===== config.mk =====
export PLATFORM = sky130hd
export DESIGN_NAME = high_carrier_select
export DESIGN_NICKNAME = d
export VERILOG_FILES = /design/src/rtl/hcs_pkg.sv /design/src/rtl/high_carrier_select.sv
export SDC_FILE = /design/constraint.sdc
export NUM_CORES = 1
export LEC_CHECK = 0
export BUFFER_PORTS_ARGS = -buffer_cell sky130_fd_sc_hd__buf_4
export CORE_MARGIN = 2
export CORE_UTILIZATION = 45
export CTS_BUF_LIST = sky130_fd_sc_hd__clkbuf_8
export CTS_CLUSTER_DIAMETER = 200
export DETAILED_ROUTE_END_ITERATION = 16
export PLACE_DENSITY = 0.94
export SLEW_MARGIN = 30
export SYNTH_ARGS = -nofsm -noshare
export SYNTH_HDL_FRONTEND = slang
export SYNTH_SLANG_ARGS = --single-unit

===== constraint.sdc =====
create_clock -name CORE_CLK -period 3.2 [get_ports CORE_CLK]
set_input_delay 0.16 -clock CORE_CLK [delete_from_list [all_inputs] [get_ports CORE_CLK]]
set_output_delay 0.16 -clock CORE_CLK [all_outputs]
set_load 0.02 [all_outputs]

===== src/rtl/hcs_pkg.sv =====
// Constants, register map and types for the high carrier select block
package hcs_pkg;

  // ----------------------------------------------------------------
  // Register map
  // ----------------------------------------------------------------
  localparam logic [11:0] ADDR_HIGH_CTRL = 12'h000;
  localparam logic [11:0] ADDR_LOW_CTRL = 12'h004;
  localparam logic [11:0] ADDR_STATUS = 12'h008;

  // ----------------------------------------------------------------
  // Field positions
  // ----------------------------------------------------------------
  localparam int PIN_DIS_BIT = 7;
  localparam int INVERT_BIT = 6;
  localparam int SYNC_BIT = 5;
  localparam int SEL_MSB = 3;
  localparam int ST_USE_HIGH_BIT = 0;
  localparam int ST_HIGH_LVL_BIT = 1;
  localparam int ST_PENDING_BIT = 2;
  localparam int ST_ABSENT_BIT = 3;

  // ----------------------------------------------------------------
  // Reset values and write masks
  // ----------------------------------------------------------------
  localparam logic [7:0] HIGH_CTRL_RST = 8'h00;
  localparam logic [7:0] HIGH_CTRL_MASK = 8'hEF;
  localparam logic [7:0] LOW_CTRL_RST = 8'h00;
  localparam logic [7:0] LOW_CTRL_MASK = 8'h20;
  localparam logic [31:0] RDATA_RST = 32'h0000_0000;

  // ----------------------------------------------------------------
  // Carrier selector codes
  // ----------------------------------------------------------------
  localparam logic [3:0] SEL_CONST_LOW = 4'h0;
  localparam logic [3:0] SEL_PIN_ONE = 4'h1;
  localparam logic [3:0] SEL_PIN_TWO = 4'h2;
  localparam logic [3:0] SEL_REF_CLK = 4'h3;
  localparam logic [3:0] SEL_CCP_PWM = 4'h4;

  // ----------------------------------------------------------------
  // Types
  // ----------------------------------------------------------------
  typedef enum logic [1:0] {
    RS_HIGH,
    RS_LOW,
    RS_STATUS,
    RS_NONE
  } reg_sel_e;

  typedef enum logic [1:0] {
    ST_LOW,
    ST_TO_HIGH,
    ST_HIGH,
    ST_TO_LOW
  } mix_state_e;

endpackage


===== src/rtl/high_carrier_select.sv =====
// High carrier selection, conditioning and synchronised mixing stage
`timescale 1ns/1ps

module high_carrier_select (
  // Clock and reset
  input wire logic CORE_CLK,
  input wire logic SRST,
  // APB slave
  input wire logic PSEL,
  input wire logic PENABLE,
  input wire logic PWRITE,
  input wire logic [11:0] PADDR,
  input wire logic [31:0] PWDATA,
  output logic [31:0] PRDATA,
  output logic PREADY,
  output logic PSLVERR,
  // Carrier sources
  input wire logic CARRIER_INPUT_PIN_ONE,
  input wire logic CARRIER_INPUT_PIN_TWO,
  input wire logic REFERENCE_CLOCK_OUTPUT,
  input wire logic CAPTURE_COMPARE_PWM,
  // Modulator side
  input wire logic MOD_SOURCE,
  input wire logic LOW_CARRIER,
  output logic HIGH_CARRIER,
  output logic MOD_OUT,
  // Carrier pin drive
  output logic HIGH_CARRIER_PIN_O,
  output logic HIGH_CARRIER_PIN_OE
);

  // ----------------------------------------------------------------
  // Decoding helpers
  // ----------------------------------------------------------------
  function automatic hcs_pkg::reg_sel_e reg_decode(
    input logic [11:0] addr
  );
    reg_decode = hcs_pkg::RS_NONE;
    case (addr)
      hcs_pkg::ADDR_HIGH_CTRL: begin
        reg_decode = hcs_pkg::RS_HIGH;
      end
      hcs_pkg::ADDR_LOW_CTRL: begin
        reg_decode = hcs_pkg::RS_LOW;
      end
      hcs_pkg::ADDR_STATUS: begin
        reg_decode = hcs_pkg::RS_STATUS;
      end
      default: begin
        reg_decode = hcs_pkg::RS_NONE;
      end
    endcase
  endfunction

  function automatic logic code_connected(input logic [3:0] code);
    code_connected = (code <= hcs_pkg::SEL_CCP_PWM);
  endfunction

  // ----------------------------------------------------------------
  // Declarations
  // ----------------------------------------------------------------
  logic [7:0] high_ctrl_ff;
  logic [7:0] low_ctrl_ff;
  logic [31:0] prdata_ff;
  hcs_pkg::reg_sel_e sel_now;
  logic wr_en;
  logic setup;
  logic [3:0] sel_code;
  logic pin_dis;
  logic invert;
  logic high_sync;
  logic low_sync;
  logic carrier_raw;
  logic carrier_absent;
  logic carrier_cond;
  logic [1:0] carr_vec;
  logic [1:0] prev_ff;
  logic [1:0] fall;
  logic high_fall;
  logic low_fall;
  hcs_pkg::mix_state_e state_ff;
  hcs_pkg::mix_state_e nxt_state;
  logic nxt_use_high;
  logic mod_out_ff;
  logic high_carrier_ff;
  logic pin_o_ff;
  logic pin_oe_ff;
  logic [31:0] status_word;

  // ----------------------------------------------------------------
  // APB slave
  // ----------------------------------------------------------------
  assign sel_now = reg_decode(PADDR);
  assign setup = PSEL & ~PENABLE;
  assign wr_en = PSEL & PENABLE & PWRITE;
  assign PREADY = PSEL & PENABLE;
  assign PSLVERR = PSEL & PENABLE & (sel_now == hcs_pkg::RS_NONE);
  assign PRDATA = prdata_ff;

  always_ff @(posedge CORE_CLK) begin
    if (SRST) begin
      high_ctrl_ff <= hcs_pkg::HIGH_CTRL_RST;
    end else if (wr_en && sel_now == hcs_pkg::RS_HIGH) begin
      high_ctrl_ff <= PWDATA[7:0] & hcs_pkg::HIGH_CTRL_MASK;
    end
  end

  always_ff @(posedge CORE_CLK) begin
    if (SRST) begin
      low_ctrl_ff <= hcs_pkg::LOW_CTRL_RST;
    end else if (wr_en && sel_now == hcs_pkg::RS_LOW) begin
      low_ctrl_ff <= PWDATA[7:0] & hcs_pkg::LOW_CTRL_MASK;
    end
  end

  // Read data is captured in the setup cycle, so it is a flop output
  always_ff @(posedge CORE_CLK) begin
    if (SRST) begin
      prdata_ff <= hcs_pkg::RDATA_RST;
    end else if (setup && !PWRITE) begin
      case (sel_now)
        hcs_pkg::RS_HIGH: begin
          prdata_ff <= {24'h00_0000, high_ctrl_ff};
        end
        hcs_pkg::RS_LOW: begin
          prdata_ff <= {24'h00_0000, low_ctrl_ff};
        end
        hcs_pkg::RS_STATUS: begin
          prdata_ff <= status_word;
        end
        default: begin
          prdata_ff <= hcs_pkg::RDATA_RST;
        end
      endcase
    end
  end

  always_comb begin
    status_word = hcs_pkg::RDATA_RST;
    status_word[hcs_pkg::ST_USE_HIGH_BIT] =
      (state_ff == hcs_pkg::ST_HIGH) || (state_ff == hcs_pkg::ST_TO_LOW);
    status_word[hcs_pkg::ST_HIGH_LVL_BIT] = high_carrier_ff;
    status_word[hcs_pkg::ST_PENDING_BIT] =
      (state_ff == hcs_pkg::ST_TO_HIGH) || (state_ff == hcs_pkg::ST_TO_LOW);
    status_word[hcs_pkg::ST_ABSENT_BIT] = carrier_absent;
  end

  // ----------------------------------------------------------------
  // Control fields
  // ----------------------------------------------------------------
  assign sel_code = high_ctrl_ff[hcs_pkg::SEL_MSB:0];
  assign pin_dis = high_ctrl_ff[hcs_pkg::PIN_DIS_BIT];
  assign invert = high_ctrl_ff[hcs_pkg::INVERT_BIT];
  assign high_sync = high_ctrl_ff[hcs_pkg::SYNC_BIT];
  assign low_sync = low_ctrl_ff[hcs_pkg::SYNC_BIT];

  // ----------------------------------------------------------------
  // Carrier selection and polarity
  // ----------------------------------------------------------------
  always_comb begin
    carrier_raw = 1'b0;
    case (sel_code)
      hcs_pkg::SEL_CONST_LOW: begin
        carrier_raw = 1'b0;
      end
      hcs_pkg::SEL_PIN_ONE: begin
        carrier_raw = CARRIER_INPUT_PIN_ONE;
      end
      hcs_pkg::SEL_PIN_TWO: begin
        carrier_raw = CARRIER_INPUT_PIN_TWO;
      end
      hcs_pkg::SEL_REF_CLK: begin
        carrier_raw = REFERENCE_CLOCK_OUTPUT;
      end
      hcs_pkg::SEL_CCP_PWM: begin
        carrier_raw = CAPTURE_COMPARE_PWM;
      end
      default: begin
        carrier_raw = 1'b0;
      end
    endcase
  end

  assign carrier_absent = ~code_connected(sel_code);
  assign carrier_cond = carrier_absent ? 1'b0 : (carrier_raw ^ invert);

  // ----------------------------------------------------------------
  // Falling edge detection on both carriers
  // ----------------------------------------------------------------
  assign carr_vec = {LOW_CARRIER, carrier_cond};

  genvar gi;
  generate
    for (gi = 0; gi < 2; gi++) begin : g_edge
      always_ff @(posedge CORE_CLK) begin
        if (SRST) begin
          prev_ff[gi] <= 1'b0;
        end else begin
          prev_ff[gi] <= carr_vec[gi];
        end
      end
      assign fall[gi] = prev_ff[gi] & ~carr_vec[gi];
    end
  endgenerate

  assign high_fall = fall[0];
  assign low_fall = fall[1];

  // ----------------------------------------------------------------
  // Switching state machine
  // ----------------------------------------------------------------
  always_comb begin
    nxt_state = state_ff;
    case (state_ff)
      hcs_pkg::ST_LOW: begin
        if (MOD_SOURCE) begin
          nxt_state = low_sync ? hcs_pkg::ST_TO_HIGH : hcs_pkg::ST_HIGH;
        end
      end
      hcs_pkg::ST_TO_HIGH: begin
        if (!MOD_SOURCE) begin
          nxt_state = hcs_pkg::ST_LOW;
        end else if (low_fall || !low_sync) begin
          // Low edge completes switch
          // Clearing low sync while pending must not strand the switch
          nxt_state = hcs_pkg::ST_HIGH;
        end
      end
      hcs_pkg::ST_HIGH: begin
        if (!MOD_SOURCE) begin
          nxt_state = high_sync ? hcs_pkg::ST_TO_LOW : hcs_pkg::ST_LOW;
        end
      end
      hcs_pkg::ST_TO_LOW: begin
        if (MOD_SOURCE) begin
          nxt_state = hcs_pkg::ST_HIGH;
        end else if (high_fall || !high_sync) begin
          nxt_state = hcs_pkg::ST_LOW;
        end
      end
      default: begin
        nxt_state = hcs_pkg::ST_LOW;
      end
    endcase
  end

  always_ff @(posedge CORE_CLK) begin
    if (SRST) begin
      state_ff <= hcs_pkg::ST_LOW;
    end else begin
      state_ff <= nxt_state;
    end
  end

  // Pending states keep the carrier already in use, avoiding spurs
  assign nxt_use_high = (nxt_state == hcs_pkg::ST_HIGH) ||
                        (nxt_state == hcs_pkg::ST_TO_LOW);

  // ----------------------------------------------------------------
  // Registered outputs
  // ----------------------------------------------------------------
  always_ff @(posedge CORE_CLK) begin
    if (SRST) begin
      mod_out_ff <= 1'b0;
    end else begin
      mod_out_ff <= nxt_use_high ? carrier_cond : LOW_CARRIER;
    end
  end

  always_ff @(posedge CORE_CLK) begin
    if (SRST) begin
      high_carrier_ff <= 1'b0;
    end else begin
      high_carrier_ff <= carrier_cond;
    end
  end

  always_ff @(posedge CORE_CLK) begin
    if (SRST) begin
      pin_o_ff <= 1'b0;
      pin_oe_ff <= 1'b0;
    end else begin
      pin_o_ff <= pin_dis ? 1'b0 : carrier_raw;
      pin_oe_ff <= ~pin_dis & ~carrier_absent;
    end
  end

  assign MOD_OUT = mod_out_ff;
  assign HIGH_CARRIER = high_carrier_ff;
  assign HIGH_CARRIER_PIN_O = pin_o_ff;
  assign HIGH_CARRIER_PIN_OE = pin_oe_ff;

endmodule


==> results of run 1 <==
## worst max-delay path, stage by stage, from the launching register on
cell	delay, ps
dfxtp_1	370
or2_2	330
o32ai_1	310
nor3_1	140
a221oi_1	260
## metrics by stage
stage,hold WS [ps],setup WS (ps)
2_1_floorplan,243.3,1813
3_3_place_gp,429.2,1615
3_5_place_dp,436.1,1547
4_1_cts,157.4,1709
5_1_grt,161.6,1591
6_report,157.7,1711
## cell usage in the layout, fill, tap and decap left out, drive strengths merged, types with 2 or more instances in the layout
| master | count |
|---|---|
| or3 | 2 |
| nand3b | 3 |
| inv | 6 |
| nand4 | 2 |
| buf | 43 |
| o31ai | 2 |
| or4 | 2 |
| a21oi | 5 |
| o21ai | 6 |
| conb | 25 |
| a21boi | 2 |
| nor3 | 2 |
| nand2b | 15 |
| mux2i | 13 |
| nand2 | 10 |
| nor2 | 8 |
| o21bai | 2 |
| clkbuf | 4 |
| dfxtp | 22 |
## sequential cells by signal, summed over array words and instances, names as in the netlist
signal,cells
PRDATA,7
high_ctrl_ff,7
state_ff,2
HIGH_CARRIER,1
HIGH_CARRIER_PIN_O,1
HIGH_CARRIER_PIN_OE,1
MOD_OUT,1
low_ctrl_ff,1
prev_ff,1
## how the worst min path moves through the flow
stage                      end  startpoint  slack [ps]
3_3_place_gp   high_ctrl_ff[6]   PWDATA[6]         430
5_1_grt        high_ctrl_ff[0]   PWDATA[0]         160
2_1_floorplan       prev_ff[1]        SRST         240
4_1_cts        high_ctrl_ff[2]   PWDATA[2]         160
6_report       high_ctrl_ff[2]   PWDATA[2]         160
3_5_place_dp   high_ctrl_ff[2]   PWDATA[2]         440
## power breakdown
part           internal [mW]  switching [mW]
combinational         0.0367          0.0525
clock                  0.110          0.0883
sequential             0.276         0.00147
total                  0.422           0.142
## kinds of logic after synthesis
| group | synth area share [%] |
|---|---|
| buffers and inverters | 17.86 |
| AND/OR/NAND/NOR | 24.04 |
| flip-flops | 33.98 |
| other | 0.2893 |
| multiplexers | 10.04 |
| XOR/XNOR | 0.6758 |
| AO/OA/AOI/OAI | 13.13 |
## cell type report
cell class,count,share of cell area [%]
Inverter,6,1.413
Sequential cell,22,27.63
Tap cell,31,2.433
Multi-Input combinational cell,116,44.82
Timing Repair Buffer,43,20.25
Clock buffer,4,3.454
## routing by layer
metal | track usage (%) | vias up
li1 | - | 554
met2 | 29.22 | 40
met4 | 8.306 | 0
met3 | 2.232 | 4
met1 | 17.67 | 495
met5 | 0 | -
==> qor.txt, run 1 <==
Status: completed
Final setup violation count: 0
Count leader, synth: buf_4
Row count: 19
Cell variety after synth: 38
Die height: 57.67 µm
Critical Path End: state_ff[0]
Antenna cell count: 0
Slew Limit Fails: 0
Syn Inst Count: 150
WP data required: 3370 ps
Final core utilization: 57.80%
Wire length on met3: 156 µm
Unrepaired setup endpoints after global routing: false
Wl on met1: 1.085 mm
Area contributors post-synth: dfxtp_1 34%, buf_4 14%, mux2i_1 10%, nand2b_1 7.2%, nand2_1 2.9%
Fillers: 264
Number of flops mapped to enable cells by yosys: 0
Max-Cap Viols: 0
#FFs+latches synth: 22
Vias in the first global route: 1,011
Die area: 3326 µm²
Final Non-Filler Cells: 222
CP Launch Point: high_ctrl_ff[1]
Max Buffers Root-to-Sink: 2
Power Density: 354.2 nW/µm²
Min Tclk post-route: 1489 ps
Antenna violations before repair: 0
TritonCTS buffer count: 3
Worst flop-to-flop path endpoint: state_ff[0]
Layout area overhead: 22.97%
Hold path depth: 3
Drt wl/cell: 12.00 µm
Fin crit share: 46.54%
TritonCTS clock tree: built
Worst-Skew Late Latency: 260 ps
VDD IR max: 332.6 µV
Die width: 57.67 µm
Io pins: 93
Placed Cells: 218
DR pass1 iterations: 4
DRT iter0 DRCs: 30
GRT Overall Usage: 15.93%
Layout cell share with drive strength beyond 1: 27.75%
Multi-input logic area: 714.4 µm²
First-pass GRT wire length: 4.202 mm
Grt ovf: 0
Final Power: 564.7 µW
Synth top cells by count: 25 x buf_4, 22 x dfxtp_1, 15 x nand2b_1
CTS sink cnt: 22
Setup CP Type: reg -> reg
Dominant cell type by area after synthesis: dfxtp_1
HP Class: in -> reg
Final instance area: 1594 µm²
H-tree Lvls: 1
PostCTS Resize Cnt: 0
Post-DRT Antenna Nets: 0
Syn. warnings: 0
Asr flop ratio synth: 0%
Initial cell density of the core: 47.01%
Largest net degree at the start of global routing: 24
Post-synthesis sequential area ratio: 33.98%
Vias per cell: 4.923
R2R Path Start: high_ctrl_ff[1]
Setup Fix Bufs, Post-CTS: 0
Detailed Place HPWL: 2.066 mm
Syn avg cell area: 8.642 µm²
Root Buffer: clkbuf_8
Clk slew on worst S/H paths: 80 ps
Static leakage: 0.6833 nW
WL met2: 1.398 mm
Critical Path Source Type: flip-flop
Area post-placement: 1539 µm²
Storage cell area: 440.4 µm²
Worst-case reg-to-reg path depth: 4
Final nets: 247
Hold Buf Count CTS: 0
Overall via count from detail_route: 1,093
CP Data Arrival Time: 1660 ps
CP Capture Type: flip-flop
Count of final hold-check violations: 0
CP Max Fanout: 5
Placer Congestion: 0.8646
Top cell type's share of synthesized area: 33.98%
Port-buffer cells: 42
Placeable Area: 2758 µm²
Max Fclk: 671.4 MHz
Setup TNS: 0 ps
Ys flop type: dfxtp_1
Clock Skew: 5.291 ps
Post-Synthesis Cell Area: 1296 µm²
Top Metal Used: met4
Post-route DRC: 0
Worst R2R Setup Slack: 1710 ps
Routed Wire Length: 2.665 mm
Note: power is estimated with default switching activity, not from simulation.
==> inputs of run 2 (changes only) <==
--- a/config.mk
+++ b/config.mk
@@ -7,11 +7,11 @@
 export LEC_CHECK = 0
 export BUFFER_PORTS_ARGS = -buffer_cell sky130_fd_sc_hd__buf_4
 export CORE_MARGIN = 2
-export CORE_UTILIZATION = 45
+export CORE_UTILIZATION = 42
 export CTS_BUF_LIST = sky130_fd_sc_hd__clkbuf_8
 export CTS_CLUSTER_DIAMETER = 200
 export DETAILED_ROUTE_END_ITERATION = 16
-export PLACE_DENSITY = 0.94
+export PLACE_DENSITY = 0.89
 export SLEW_MARGIN = 30
 export SYNTH_ARGS = -nofsm -noshare
 export SYNTH_HDL_FRONTEND = slang
==> constraint.sdc (replaced) <==
create_clock -name CORE_CLK -period 1.38 [get_ports CORE_CLK]
set_input_delay 0.069 -clock CORE_CLK [delete_from_list [all_inputs] [get_ports CORE_CLK]]
set_output_delay 0.069 -clock CORE_CLK [all_outputs]
set_load 0.02 [all_outputs]
==> run 2 against run 1 <==
Compared with the run above:
- the flow now finishes with violations (setup timing)
- global-route usage rose by 0.53 points
- largest power group unchanged
- via count rose by 2.4%
- utilization fell by 0.22 points
- worst setup slack got worse by 1700 ps
- total power rose by 130%
- routed wire length rose by 4.5%
- largest cell class unchanged
==> qor.txt, run 2 (same netlist as run 1, synthesis figures left out) <==
Status: complete, but fails checks
Failing checks: setup timing
CTS sink cnt: 22
HP Start: SRST
Largest net degree at the start of global routing: 15
Placer Congestion: 0.7415
DRT iter0 DRCs: 21
Global route hottest layer: met2
Final Power: 1.316 mW
Initial cell density of the core: 43.17%
CP Max Fanout: 4
Io pins: 93
Antenna cell count: 0
Final instance area: 1729 µm²
M3 GR Usage: 2.402%
Worst-case reg-to-reg path depth: 4
Routed Wire Length: 2.784 mm
Vias per cell: 4.823
H-tree Lvls: 1
Die area: 3547 µm²
Commonest non-fill, non-tap cell in the layout: buf_4
Grt ovf: 0
Fin crit share: 101.1%
TritonCTS buffer count: 3
Critical Path Source Type: flip-flop
Min Tclk post-route: 1395 ps
Max-Cap Viols: 0
Final setup violation count: 1
Post-route DRC: 0
Row count: 20
Hold Crit Endpoint: HIGH_CARRIER
Detailed Place HPWL: 2.135 mm
Highest-count cells in the layout ignoring fill and taps: 50 x buf_4, 25 x conb_1, 20 x dfxtp_1
Area post-placement: 1609 µm²
Clock Skew: 0.7738 ps
Final core utilization: 57.58%
Hold Buf Count CTS: 0
Vias in the first global route: 1,038
GRT met1 Usage: 19.87%
First-pass GRT wire length: 4.457 mm
Unrepaired setup endpoints after global routing: true
Worst-Skew Late Latency: 260 ps
CP Data Arrival Time: 1570 ps
Setup TNS: -15.43 ps
Final nets: 255
Die width: 59.56 µm
Setup Slack @ Placement: -118.5 ps
Worst R2R Setup Slack: -20 ps
Post-DRT Antenna Nets: 0
Slowest CP cell: dfxtp_2
TritonCTS clock tree: built
HP Class: in -> reg
Slew Limit Fails: 0
VDD IR max: 322.0 µV
Clk slew on worst S/H paths: 80 ps
Fillers: 275
Cell Chain, Critical Path: or2_2 > o32ai_4 > nor3_4 > a221oi_2
Drt wl/cell: 12.00 µm
DR pass1 iterations: 4
Root Buffer: clkbuf_8
Final setup margin: -15.43 ps
Crit-path max cell delay: 360 ps
Layout cell share with drive strength beyond 1: 35.18%
Power Density: 760.9 nW/µm²
Setup CP Type: reg -> reg
Overall via count from detail_route: 1,119
Hold path depth: 2
Antenna violations before repair: 0
GR Util met2: 28.41%
Count of final hold-check violations: 0
Die height: 59.56 µm
GRT Overall Usage: 16.46%
CP Capture Type: flip-flop
Port-buffer cells: 42
WP data required: 1550 ps
Max Fclk: 716.6 MHz
Max Buffers Root-to-Sink: 2
Layout area overhead: 33.40%
R2R Path Start: high_ctrl_ff[1]
Placeable Area: 3003 µm²
Worst flop-to-flop path endpoint: state_ff[0]
Static leakage: 0.7394 nW
-- run 2: metrics by stage --
stage / std cells / hold WS (ps)
global placement: 229 / 310.5
finish: 232 / 49.90
global route: 232 / 54.77
detailed placement: 229 / 318.1
floorplan: 174 / 152.3
CTS: 232 / 48.12
-- run 2: worst max-delay path by stage --
stage	endpoint	slack (ps)	startpoint	cells after the start
floorplan	state_ff[0]	20	high_ctrl_ff[2]	5
CTS	state_ff[0]	-3	high_ctrl_ff[0]	5
finish	state_ff[0]	-20	high_ctrl_ff[1]	4
global route	state_ff[0]	-90	high_ctrl_ff[1]	4
global placement	PRDATA[7]	-80	PADDR[1]	5
detailed placement	PRDATA[6]	-120	PADDR[1]	5
-- run 2: layout make-up --
type,count,area [µm²],share of cell area [%]
Multi-Input combinational cell,116,780.7,45.15
Sequential cell,22,442.9,25.62
Timing Repair Buffer,51,386.6,22.36
Clock buffer,4,55.05,3.184
Tap cell,33,41.29,2.388
Inverter,6,22.52,1.302
-- run 2: power by group --
group	internal [mW]	switching, mW	leakage (nW)
registers	0.640	0.00344	0.179
clock network	0.254	0.205	0.0288
logic	0.0887	0.124	0.531
-- run 2: repair_timing --
item                                   in CTS  in global routing
endpoints found under the hold margin       0                  0
setup endpoints to repair                   3                  4
setup buffers                               0                  0
cloned                                      0                  0
resized for setup                           5                  9
pin swaps                                   3                  0
-- run 2: critical path, delay by kind of cell, from the launching register on --
family	cells	cell delay, ps
simple gates	2	410
compound gates	2	540
flops	1	360
-- run 2: routing by layer --
metal | vias up | part of all wire [%] | wire length, µm
met5 | - | 0 | 0
met4 | 0 | 2.1 | 59
met3 | 7 | 4.5 | 126
met2 | 36 | 51 | 1418
met1 | 512 | 42 | 1179
li1 | 564 | - | -
